**config.mk**
```make
export PLATFORM = sky130hd
export DESIGN_NAME = dpi_top
export DESIGN_NICKNAME = d
export VERILOG_FILES = /design/src/logic/dpi_edge.v /design/src/logic/dpi_frame_mem.v /design/src/logic/dpi_top.v
export VERILOG_INCLUDE_DIRS = /design/src /design/src/common
export SDC_FILE = /design/constraint.sdc
export NUM_CORES = 1
export LEC_CHECK = 0
export BUFFER_PORTS_ARGS = -buffer_cell sky130_fd_sc_hd__buf_2
export CAP_MARGIN = 30
export CORE_MARGIN = 4
export CORE_UTILIZATION = 55
export DETAILED_ROUTE_END_ITERATION = 10
export PLACE_DENSITY = 0.86
export SETUP_SLACK_MARGIN = 0.4
export SYNTH_ARGS = -nofsm -noshare
export SYNTH_HDL_FRONTEND = slang
export SYNTH_HIERARCHICAL = 1
export SYNTH_SLANG_ARGS = --single-unit
```
**constraint.sdc**
```tcl
create_clock -name mclk_i -period 4.8 [get_ports mclk_i]
set_input_delay 0.96 -clock mclk_i [delete_from_list [all_inputs] [get_ports mclk_i]]
set_output_delay 0.96 -clock mclk_i [all_outputs]
set_load 0.05 [all_outputs]
```
**src/common/dpi_map.vh**
```
/*
  constants of the drive process-data interface: state codes, bit positions,
  parameter addresses and reset value.
  assumes inclusion by bare name from the design files.
*/
`ifndef DPI_MAP_VH
`define DPI_MAP_VH

// operating states
`define DPI_ST_INIT 4'h1
`define DPI_ST_NOT_READY 4'h2
`define DPI_ST_SW_ON_DIS 4'h3
`define DPI_ST_READY 4'h4
`define DPI_ST_SWITCHED_ON 4'h5
`define DPI_ST_OP_ENABLED 4'h6
`define DPI_ST_QSTOP 4'h7
`define DPI_ST_FAULT_REACT 4'h8
`define DPI_ST_FAULT 4'h9

// control word bits
`define DPI_CB_DISABLE 0
`define DPI_CB_ENABLE 1
`define DPI_CB_QSTOP 2
`define DPI_CB_FRESET 3

// status word bits
`define DPI_SW_FAULT 6
`define DPI_SW_WARN 7
`define DPI_SW_HALT 8
`define DPI_SW_XINFO 13
`define DPI_SW_XEND 14
`define DPI_SW_XERR 15

// mode status byte bits
`define DPI_MS_REFOK 5
`define DPI_MS_REJECT 6
`define DPI_MS_TOGGLE 7

// parameter channel addresses and the align parameter reset value
`define DPI_ADDR_ALIGN 16'h1410
`define DPI_ADDR_CMD 16'h0001
`define DPI_ALIGN_RESET 16'h0001

// receive frame byte numbers (1-based as counted on the link)
`define DPI_RX_STAT_HI 5'h09
`define DPI_RX_STAT_LO 5'h0A
`define DPI_RX_MODE 5'h0B
`define DPI_RX_IO 5'h0C
`define DPI_RX_POS0 5'h0D
`define DPI_RX_POS3 5'h10
`define DPI_RX_SEL0 5'h11
`define DPI_RX_SEL3 5'h14

`endif

```
**src/logic/dpi_edge.v**
```verilog
/*
  rising edge and parameter-write trigger combiner for the command bits.
  assumes the process-data word is held steady between frame strobes.
*/
`timescale 1ns/1ps
`include "dpi_map.vh"

module dpi_edge #(
  parameter W = 4
) (
  // clock and reset
  input wire mclk_i,
  input wire nrst_i,
  // process data command word and its frame strobe
  input wire [W-1:0] pd_bits_i,
  input wire pd_valid_i,
  // parameter channel command write
  input wire [W-1:0] par_bits_i,
  input wire par_wr_i,
  // one-cycle triggers
  output reg [W-1:0] trig_o
);

reg [W-1:0] last_bits;

always @(posedge mclk_i or negedge nrst_i) begin
  if (!nrst_i) begin
    last_bits <= {W{1'b0}};
    trig_o <= {W{1'b0}};
  end else begin
    if (pd_valid_i)
      last_bits <= pd_bits_i;
    // both channels may fire in one cycle; either one is enough
    trig_o <= ({W{pd_valid_i}} & pd_bits_i & ~last_bits) |
              ({W{par_wr_i}} & par_bits_i);
  end
end

endmodule // dpi_edge

```
**src/logic/dpi_frame_mem.v**
```verilog
/*
  small memory holding the twenty bytes of the receive frame.
  assumes one writer per byte per cycle; read data is registered.
*/
`timescale 1ns/1ps

module dpi_frame_mem #(
  parameter AW = 5,
  parameter DEPTH = 21
) (
  // clock
  input wire mclk_i,
  // write port
  input wire wr_i,
  input wire [AW-1:0] waddr_i,
  input wire [7:0] wdata_i,
  // read port
  input wire [AW-1:0] raddr_i,
  output reg [7:0] rdata_o
);

reg [7:0] mem [0:DEPTH-1];

always @(posedge mclk_i) begin
  if (wr_i)
    mem[waddr_i] <= wdata_i;
  rdata_o <= mem[raddr_i];
end

endmodule // dpi_frame_mem

```
**src/logic/dpi_top.v**
```verilog
/*
  process-data status and control of a drive's operating-state logic.
  assumes a single clock, a master presenting command words with a strobe,
  a parameter channel write port and a link reading frame bytes by number.
*/
`timescale 1ns/1ps
`include "dpi_map.vh"

module dpi_top #(
  parameter ALIGN_CYCLES = 16
) (
  // clock and reset
  input wire mclk_i,
  input wire nrst_i,
  // control mode and process data from the master
  input wire fieldbus_mode_i,
  input wire [7:0] state_command_word_i,
  input wire [7:0] mode_ctrl_i,
  input wire pd_valid_i,
  // parameter channel
  input wire par_wr_i,
  input wire [15:0] par_addr_i,
  input wire [15:0] par_wdata_i,
  output reg [15:0] par_rdata_o,
  // drive conditions
  input wire undervoltage_i,
  input wire encoder_ok_i,
  input wire overspeed_i,
  input wire err_class1_i,
  input wire err_class234_i,
  input wire err_fatal_i,
  input wire err_response_done_i,
  input wire warning_i,
  input wire encoder_motor_i,
  input wire homing_ok_i,
  input wire mode_end_i,
  input wire mode_err_i,
  input wire mode_info_i,
  input wire [31:0] actual_pos_i,
  input wire [31:0] sel_value_i,
  // input pin levels
  input wire home_switch_level_i,
  input wire negative_limit_level_i,
  input wire positive_limit_level_i,
  input wire halt_level_i,
  input wire safe_torque_off_chan_b_i,
  input wire safe_torque_off_chan_a_i,
  // receive frame read port
  input wire [4:0] rx_byte_num_i,
  output reg [7:0] rx_byte_o,
  // drive outputs
  output reg power_stage_on_o,
  output reg brake_release_o,
  output reg align_move_o,
  output reg [15:0] drive_status_word_o,
  output reg [7:0] mode_status_byte_o,
  output reg [7:0] input_level_byte_o
);

////////////////////////////////////////////////////////////////////////////////

reg [3:0] state;
reg [3:0] next_state;
reg [15:0] shaft_align_on_enable;
reg [3:0] sel_mode;
reg ref_ok;
reg reject;
reg toggle;
reg [7:0] cnt;
reg [4:0] wr_ptr;
reg wr_busy;
wire [3:0] trig;
wire [7:0] mem_rdata;
wire sto_ok;
wire cmd_wr;

assign sto_ok = safe_torque_off_chan_a_i & safe_torque_off_chan_b_i;
assign cmd_wr = par_wr_i & (par_addr_i == `DPI_ADDR_CMD) & fieldbus_mode_i;

function [7:0] pos_byte;
  input [31:0] v;
  input [1:0] idx;
  begin
    pos_byte = v[8*(3-idx) +: 8];
  end
endfunction

dpi_edge #(
  .W(4)
) u_edge (
  .mclk_i(mclk_i),
  .nrst_i(nrst_i),
  .pd_bits_i(state_command_word_i[3:0]),
  .pd_valid_i(pd_valid_i & fieldbus_mode_i),
  .par_bits_i(par_wdata_i[3:0]),
  .par_wr_i(cmd_wr),
  .trig_o(trig)
);

////////////////////////////////////////////////////////////////////////////////
// operating-state machine

always @* begin
  next_state = state;
  case (state)
    `DPI_ST_INIT: next_state = `DPI_ST_NOT_READY;
    `DPI_ST_NOT_READY: next_state = `DPI_ST_SW_ON_DIS;
    `DPI_ST_SW_ON_DIS: begin
      if (!undervoltage_i || encoder_ok_i || !overspeed_i || sto_ok)
        next_state = `DPI_ST_READY;
    end
    `DPI_ST_READY: begin
      if (undervoltage_i || !sto_ok || overspeed_i)
        next_state = `DPI_ST_SW_ON_DIS;
      else if (trig[`DPI_CB_ENABLE])
        next_state = `DPI_ST_SWITCHED_ON;
    end
    `DPI_ST_SWITCHED_ON: begin
      if (trig[`DPI_CB_DISABLE])
        next_state = `DPI_ST_SW_ON_DIS;
      else if (cnt == 8'h00)
        next_state = `DPI_ST_OP_ENABLED;
    end
    `DPI_ST_OP_ENABLED: begin
      if (trig[`DPI_CB_DISABLE])
        next_state = `DPI_ST_SW_ON_DIS;
      else if (trig[`DPI_CB_QSTOP] || err_class1_i)
        next_state = `DPI_ST_QSTOP;
    end
    `DPI_ST_QSTOP: begin
      if (trig[`DPI_CB_DISABLE])
        next_state = `DPI_ST_SW_ON_DIS;
      else if (trig[`DPI_CB_FRESET])
        next_state = `DPI_ST_OP_ENABLED;
    end
    `DPI_ST_FAULT_REACT: begin
      if (err_response_done_i || err_fatal_i)
        next_state = `DPI_ST_FAULT;
    end
    `DPI_ST_FAULT: begin
      if (trig[`DPI_CB_FRESET])
        next_state = `DPI_ST_SW_ON_DIS;
    end
    default: next_state = `DPI_ST_INIT;
  endcase
  if (err_class234_i && state != `DPI_ST_FAULT_REACT && state != `DPI_ST_FAULT)
    next_state = `DPI_ST_FAULT_REACT;
end

always @(posedge mclk_i or negedge nrst_i) begin
  if (!nrst_i) begin
    state <= `DPI_ST_INIT;
    cnt <= 8'h00;
    power_stage_on_o <= 1'b0;
    brake_release_o <= 1'b0;
    align_move_o <= 1'b0;
  end else begin
    state <= next_state;
    if (next_state == `DPI_ST_SWITCHED_ON && state != `DPI_ST_SWITCHED_ON)
      cnt <= (shaft_align_on_enable[0]) ? ALIGN_CYCLES[7:0] : 8'h00;
    else if (cnt != 8'h00)
      cnt <= cnt - 8'h01;
    power_stage_on_o <= (next_state == `DPI_ST_SWITCHED_ON) ||
                        (next_state == `DPI_ST_OP_ENABLED) ||
                        (next_state == `DPI_ST_QSTOP);
    brake_release_o <= (next_state == `DPI_ST_OP_ENABLED);
    align_move_o <= (next_state == `DPI_ST_SWITCHED_ON) && shaft_align_on_enable[0] &&
                    (cnt != 8'h01) ;
  end
end

////////////////////////////////////////////////////////////////////////////////
// parameter channel and mode handshake

always @(posedge mclk_i or negedge nrst_i) begin
  if (!nrst_i) begin
    shaft_align_on_enable <= `DPI_ALIGN_RESET;
    par_rdata_o <= 16'h0000;
    sel_mode <= 4'h0;
    reject <= 1'b0;
    toggle <= 1'b0;
    ref_ok <= 1'b0;
  end else begin
    if (par_wr_i && par_addr_i == `DPI_ADDR_ALIGN)
      shaft_align_on_enable <= par_wdata_i;
    par_rdata_o <= (par_addr_i == `DPI_ADDR_ALIGN) ? shaft_align_on_enable : 16'h0000;
    if (pd_valid_i && fieldbus_mode_i && mode_ctrl_i[`DPI_MS_TOGGLE] != toggle) begin
      toggle <= mode_ctrl_i[`DPI_MS_TOGGLE];
      if (state == `DPI_ST_OP_ENABLED) begin
        sel_mode <= mode_ctrl_i[3:0];
        reject <= 1'b0;
      end else
        reject <= 1'b1;
    end
    if (homing_ok_i)
      ref_ok <= 1'b1;
    else if (!encoder_motor_i && !power_stage_on_o)
      ref_ok <= 1'b0;
  end
end

////////////////////////////////////////////////////////////////////////////////
// status words

always @(posedge mclk_i or negedge nrst_i) begin
  if (!nrst_i) begin
    drive_status_word_o <= 16'h0000;
    mode_status_byte_o <= 8'h00;
    input_level_byte_o <= 8'h00;
  end else begin
    drive_status_word_o <= 16'h0000;
    drive_status_word_o[3:0] <= state;
    drive_status_word_o[`DPI_SW_FAULT] <= (state == `DPI_ST_FAULT) ||
                                          (state == `DPI_ST_FAULT_REACT);
    drive_status_word_o[`DPI_SW_WARN] <= warning_i;
    drive_status_word_o[`DPI_SW_HALT] <= halt_level_i;
    drive_status_word_o[`DPI_SW_XINFO] <= mode_info_i;
    drive_status_word_o[`DPI_SW_XEND] <= mode_end_i;
    drive_status_word_o[`DPI_SW_XERR] <= mode_err_i;
    mode_status_byte_o <= {toggle, reject, ref_ok, 1'b0, sel_mode};
    input_level_byte_o <= {2'b00, safe_torque_off_chan_a_i, safe_torque_off_chan_b_i,
                           halt_level_i, positive_limit_level_i,
                           negative_limit_level_i, home_switch_level_i};
  end
end

////////////////////////////////////////////////////////////////////////////////
// receive frame: bytes 9-20 refreshed as one block on a frame strobe that finds the writer idle

reg [7:0] wr_data;
reg [55:0] snap;

always @* begin
  wr_data = 8'h00;
  if (wr_ptr == `DPI_RX_STAT_HI)
    wr_data = drive_status_word_o[15:8];
  else if (wr_ptr == `DPI_RX_STAT_LO)
    wr_data = snap[55:48];
  else if (wr_ptr == `DPI_RX_MODE)
    wr_data = snap[47:40];
  else if (wr_ptr == `DPI_RX_IO)
    wr_data = snap[39:32];
  else if (wr_ptr <= `DPI_RX_POS3)
    wr_data = pos_byte(snap[31:0], wr_ptr[1:0] - 2'b01);
  else
    wr_data = pos_byte(sel_value_i, wr_ptr[1:0] - 2'b01);
end

always @(posedge mclk_i or negedge nrst_i) begin
  if (!nrst_i) begin
    wr_ptr <= `DPI_RX_STAT_HI;
    wr_busy <= 1'b0;
  end else if (!wr_busy) begin
    if (pd_valid_i) begin
      wr_busy <= 1'b1;
      wr_ptr <= `DPI_RX_STAT_HI;
    end
  end else if (wr_ptr == `DPI_RX_SEL3) begin
    wr_busy <= 1'b0;
  end else begin
    wr_ptr <= wr_ptr + 5'h01;
  end
end

// bytes 10-16 are frozen at the edge that writes byte 9, so 9-16 form one snapshot
always @(posedge mclk_i or negedge nrst_i) begin
  if (!nrst_i)
    snap <= 56'h00000000000000;
  else if (wr_busy && wr_ptr == `DPI_RX_STAT_HI)
    snap <= {drive_status_word_o[7:0], mode_status_byte_o, input_level_byte_o,
             actual_pos_i};
end

dpi_frame_mem #(
  .AW(5),
  .DEPTH(21)
) u_mem (
  .mclk_i(mclk_i),
  .wr_i(wr_busy),
  .waddr_i(wr_ptr),
  .wdata_i(wr_data),
  .raddr_i(rx_byte_num_i),
  .rdata_o(mem_rdata)
);

always @(posedge mclk_i or negedge nrst_i) begin
  if (!nrst_i)
    rx_byte_o <= 8'h00;
  else
    rx_byte_o <= mem_rdata;
end

endmodule // dpi_top
```
==> impl_results.md <==
* Synthesized area per cell at 15.36 sq um
* Post-Synth Simple-Gate Area at 0.08078
* Post-synthesis cell area at 13290 sq um
* Post-Layout Cell Count at 1405
* WP data arrival at 3.84 ns
* CP Capture Type: flip-flop
* Nets@finish at 1208
* Leak at 6.476 nW
* Tightest Hold Check Type: reg2reg
* Crit-path slowest cell: ha_1
* Post-CTS Setup Repair Bufs at 0
* Total CTS buffers at 31
* Grt ovf at 0
* Final cell area excluding filler cells at 15570 sq um
* Final hold viol count at 0
* Die Span Y at 163.4 microns
* Post-layout power at 10.11 mW
* Antenna viol nets, final at 0
* Root Driver: clkbuf_16
* Post-DP HPWL at between 20 and 25 mm
* Row count at 56
* Max_slew headroom at 0.4126
* Clk buf depth at 3
* Worst Path Required at between 5 and 6 ns
* Worst skew pair latency at 0.56 ns
* Number of gates resized after cts at 0
* Die area at roughly 27000 sq um
* Gpl congestion at about 0.9
* Worst-case reg-to-reg path depth at 7
* P&R area growth vs syn at 17.18%
* Worst Path Max Fanout at 21
* Clock Sinks at about 330
* DRT Wirelength at 29.79 mm
* Mux share of post-synthesis cell area at 0.1633
* First DRT Iteration DRCs at 677
* Pre-CTS setup slack at 1.267 ns
* CTS tree: done
* Util after Layout at 0.6595
* XOR/XNOR share of the synthesized area at 0.005273
* Crit path kind: reg2reg
* Sequential cell area at 8939 sq um
* Worst reg2reg startpoint: wr_ptr[0]$_DFFE_PN1P_
* PwrDens at 649.5 nW/um^2
* Crit path time final at about 3.6 ns
* Async S/R FF share, synth at 0.4585
* Area of the multi-input gates at 4026 sq um
* Final setup fails at 0
* Antenna diodes at 0
* Setup crit end: u_mem/mem[17][7]$_DFFE_PP_
* Vias per cell at 5.766
* Port Buffers at 183
* Most used DFF post-synth: edfxtp_1
* Worst clock skew at 0.02028 ns
* Slew Limit Fails at 0
* Post-Synth Adder-Cell Area at 0.005649
* Gr usage total at 0.2250
* Syn Inst Count at approximately 870
* Compound-Gate Fraction of Synth Area at 0.04397
* Critical path launch point: wr_ptr[0]$_DFFE_PN1P_
* DRC viols at 0
* Most frequent cells in the layout: buf_2, edfxtp_1, dfrtp_1, mux2_2, nand2_1
* Critical R2R Capture: u_mem/mem[17][7]$_DFFE_PP_
* CORE AREA at 23610 sq um
* Hold buffer count at cts at 0
* Vias at 8101
* CTS clk-pin slew, worst paths at 0.06 ns
* Vias in the first global route at 8429
* Routed wire per std cell at 21.20 microns
* Die W at 163.4 microns
* Yosys reg bits at 325
* CTS H-tree lvls at 1
* Antenna violations before repair at 3
* # IOs at 200
* Register area share after synthesis at 0.6726
* Commonest non-fill, non-tap cell in the layout: buf_2
* Slowest stage delay, CP at approximately 0.86 ns
* EDFF count, synth at 168
* Post-Place Cells at between 1000 and 1500
* Initial Util at 0.5628
* First-pass GRT wire length at 46.36 mm
* Run status: complete, no violations
* Reg2reg setup slack at 1.22 ns
* Slew @ Worst Pin at 0.8779 ns
* YS warnings at 6
* Pre-antenna DRT Iters at 7
* Largest net degree at the start of global routing at 77
* Peak supply drop at 0.0004145 V
* Distinct cells, synth at 67
* Fin Setup TNS at 0 ns
* Layout cells sized above 1 at 0.3683
* Final period util at 0.7458
* WHS at between 0.3 and 0.4 ns
* Crit start category: flip-flop
* Placed Area at around 14000 sq um
* RSZ-0062 raised after global routing: no
* Max-cap violation count at 0
* FMAX at 279.4 MHz
* Largest family of logic cells by synthesized area: multiplexers
* Critical path, cell by cell: inv_1 > ha_1 > mux4_2 > mux2_2 > a221oi_1 > nor2_1 > buf_4
* Fill cell count at 1600
* Worst Setup Slack, final at 1.220 ns
## synthesized netlist by cell type, drive strengths merged (3+ instances only)
master    n  area [sq um]
dfrtp   145          3628
dfstp     4         105.1
xor2      4         35.03
a221oi   10         87.58
nand3b    4         30.03
or2b      4         35.03
inv      20         75.07
or2       3         18.77
dfxtp     8         160.2
buf      29         232.7
mux4     32         720.7
o31a      3         27.53
nand2    61         229.0
nor3     15         97.59
a21oi     8         40.04
nor2     46         175.2
xnor2     4         35.03
and2     19         118.9
edfxtp  168          5045
nor2b     6         37.54
nor3b     3         22.52
o22ai     8         50.05
a22oi     8         60.06
clkbuf   17         66.31
o31ai     3         27.52
mux2     83         938.4
ha        6         75.07
nand3    18         90.09
or4       3         27.53
nand4     9         56.30
o21ai    30         165.2
nor4      9         56.30
mux2i    51         510.5
## power by group
group          switching [mW]  internal, mW  leakage, nW  total (mW)
clock network            1.01          1.48        0.534        2.49
registers               0.371          4.28         3.44        4.65
logic                    1.87          1.10         2.50        2.97
## cell type report
cell class	instances	share of cell area
Tap cell	319	0.02563
Clock buffer	46	0.06122
Sequential cell	325	0.5740
Clock inverter	12	0.007713
Inverter	20	0.004821
Timing Repair Buffer	201	0.06805
Multi-Input combinational cell	482	0.2586
## registers in the layout, summed over array words and instances (netlist names)
signal,count
power_stage_on_o,1
snap,51
state,4
input_level_byte_o,6
toggle,1
brake_release_o,1
sel_mode,4
wr_busy,1
u_mem/rdata_o,8
cnt,8
u_edge/last_bits,4
u_edge/trig_o,4
align_move_o,1
reject,1
mode_status_byte_o,7
shaft_align_on_enable,16
drive_status_word_o,9
ref_ok,1
wr_ptr,5
par_rdata_o,16
rx_byte_o,8
u_mem/mem,168
## worst min path at each step
stage,startpoint,endpoint,slack [ns],cells after the start
finish,u_mem/rdata_o[2]$_DFF_P_,rx_byte_o[2]$_DFF_PN0_,0.33,0
global route,u_mem/rdata_o[2]$_DFF_P_,rx_byte_o[2]$_DFF_PN0_,0.33,0
CTS,u_mem/rdata_o[2]$_DFF_P_,rx_byte_o[2]$_DFF_PN0_,0.33,0
detailed placement,u_mem/rdata_o[2]$_DFF_P_,rx_byte_o[2]$_DFF_PN0_,0.32,0
global placement,u_mem/rdata_o[4]$_DFF_P_,rx_byte_o[4]$_DFF_PN0_,0.32,0
floorplan,u_mem/rdata_o[0]$_DFF_P_,rx_byte_o[0]$_DFF_PN0_,0.32,0
## cell families (layout without fill, tap and decap cells)
logic type,after synthesis,in the layout
flip-flops,325,325
AND/OR/NAND/NOR,210,210
multiplexers,166,166
AO/OA/AOI/OAI,83,83
buffers and inverters,66,279
XOR/XNOR,8,8
adder cells (fa/ha/maj),6,6
other,1,9
## worst max-delay path, delay by kind of cell (launching register included)
family / cells / cell delay (ns)
buffers and inverters: 2 / 0.41
AO/OA/AOI/OAI: 1 / 0.30
flip-flops: 1 / 0.76
adder cells (fa/ha/maj): 1 / 0.86
AND/OR/NAND/NOR: 1 / 0.07
multiplexers: 2 / 0.87
## metal layers
metal | vias to the layer above | global-route usage | routed length (microns)
met5 | - | 0 | 28
met2 | 354 | 0.3940 | 15210
li1 | 3616 | - | -
met4 | 6 | 0.06672 | 913
met3 | 66 | 0.05299 | 2465
met1 | 4059 | 0.2809 | 11180
Power figures use the tool's default switching activity.
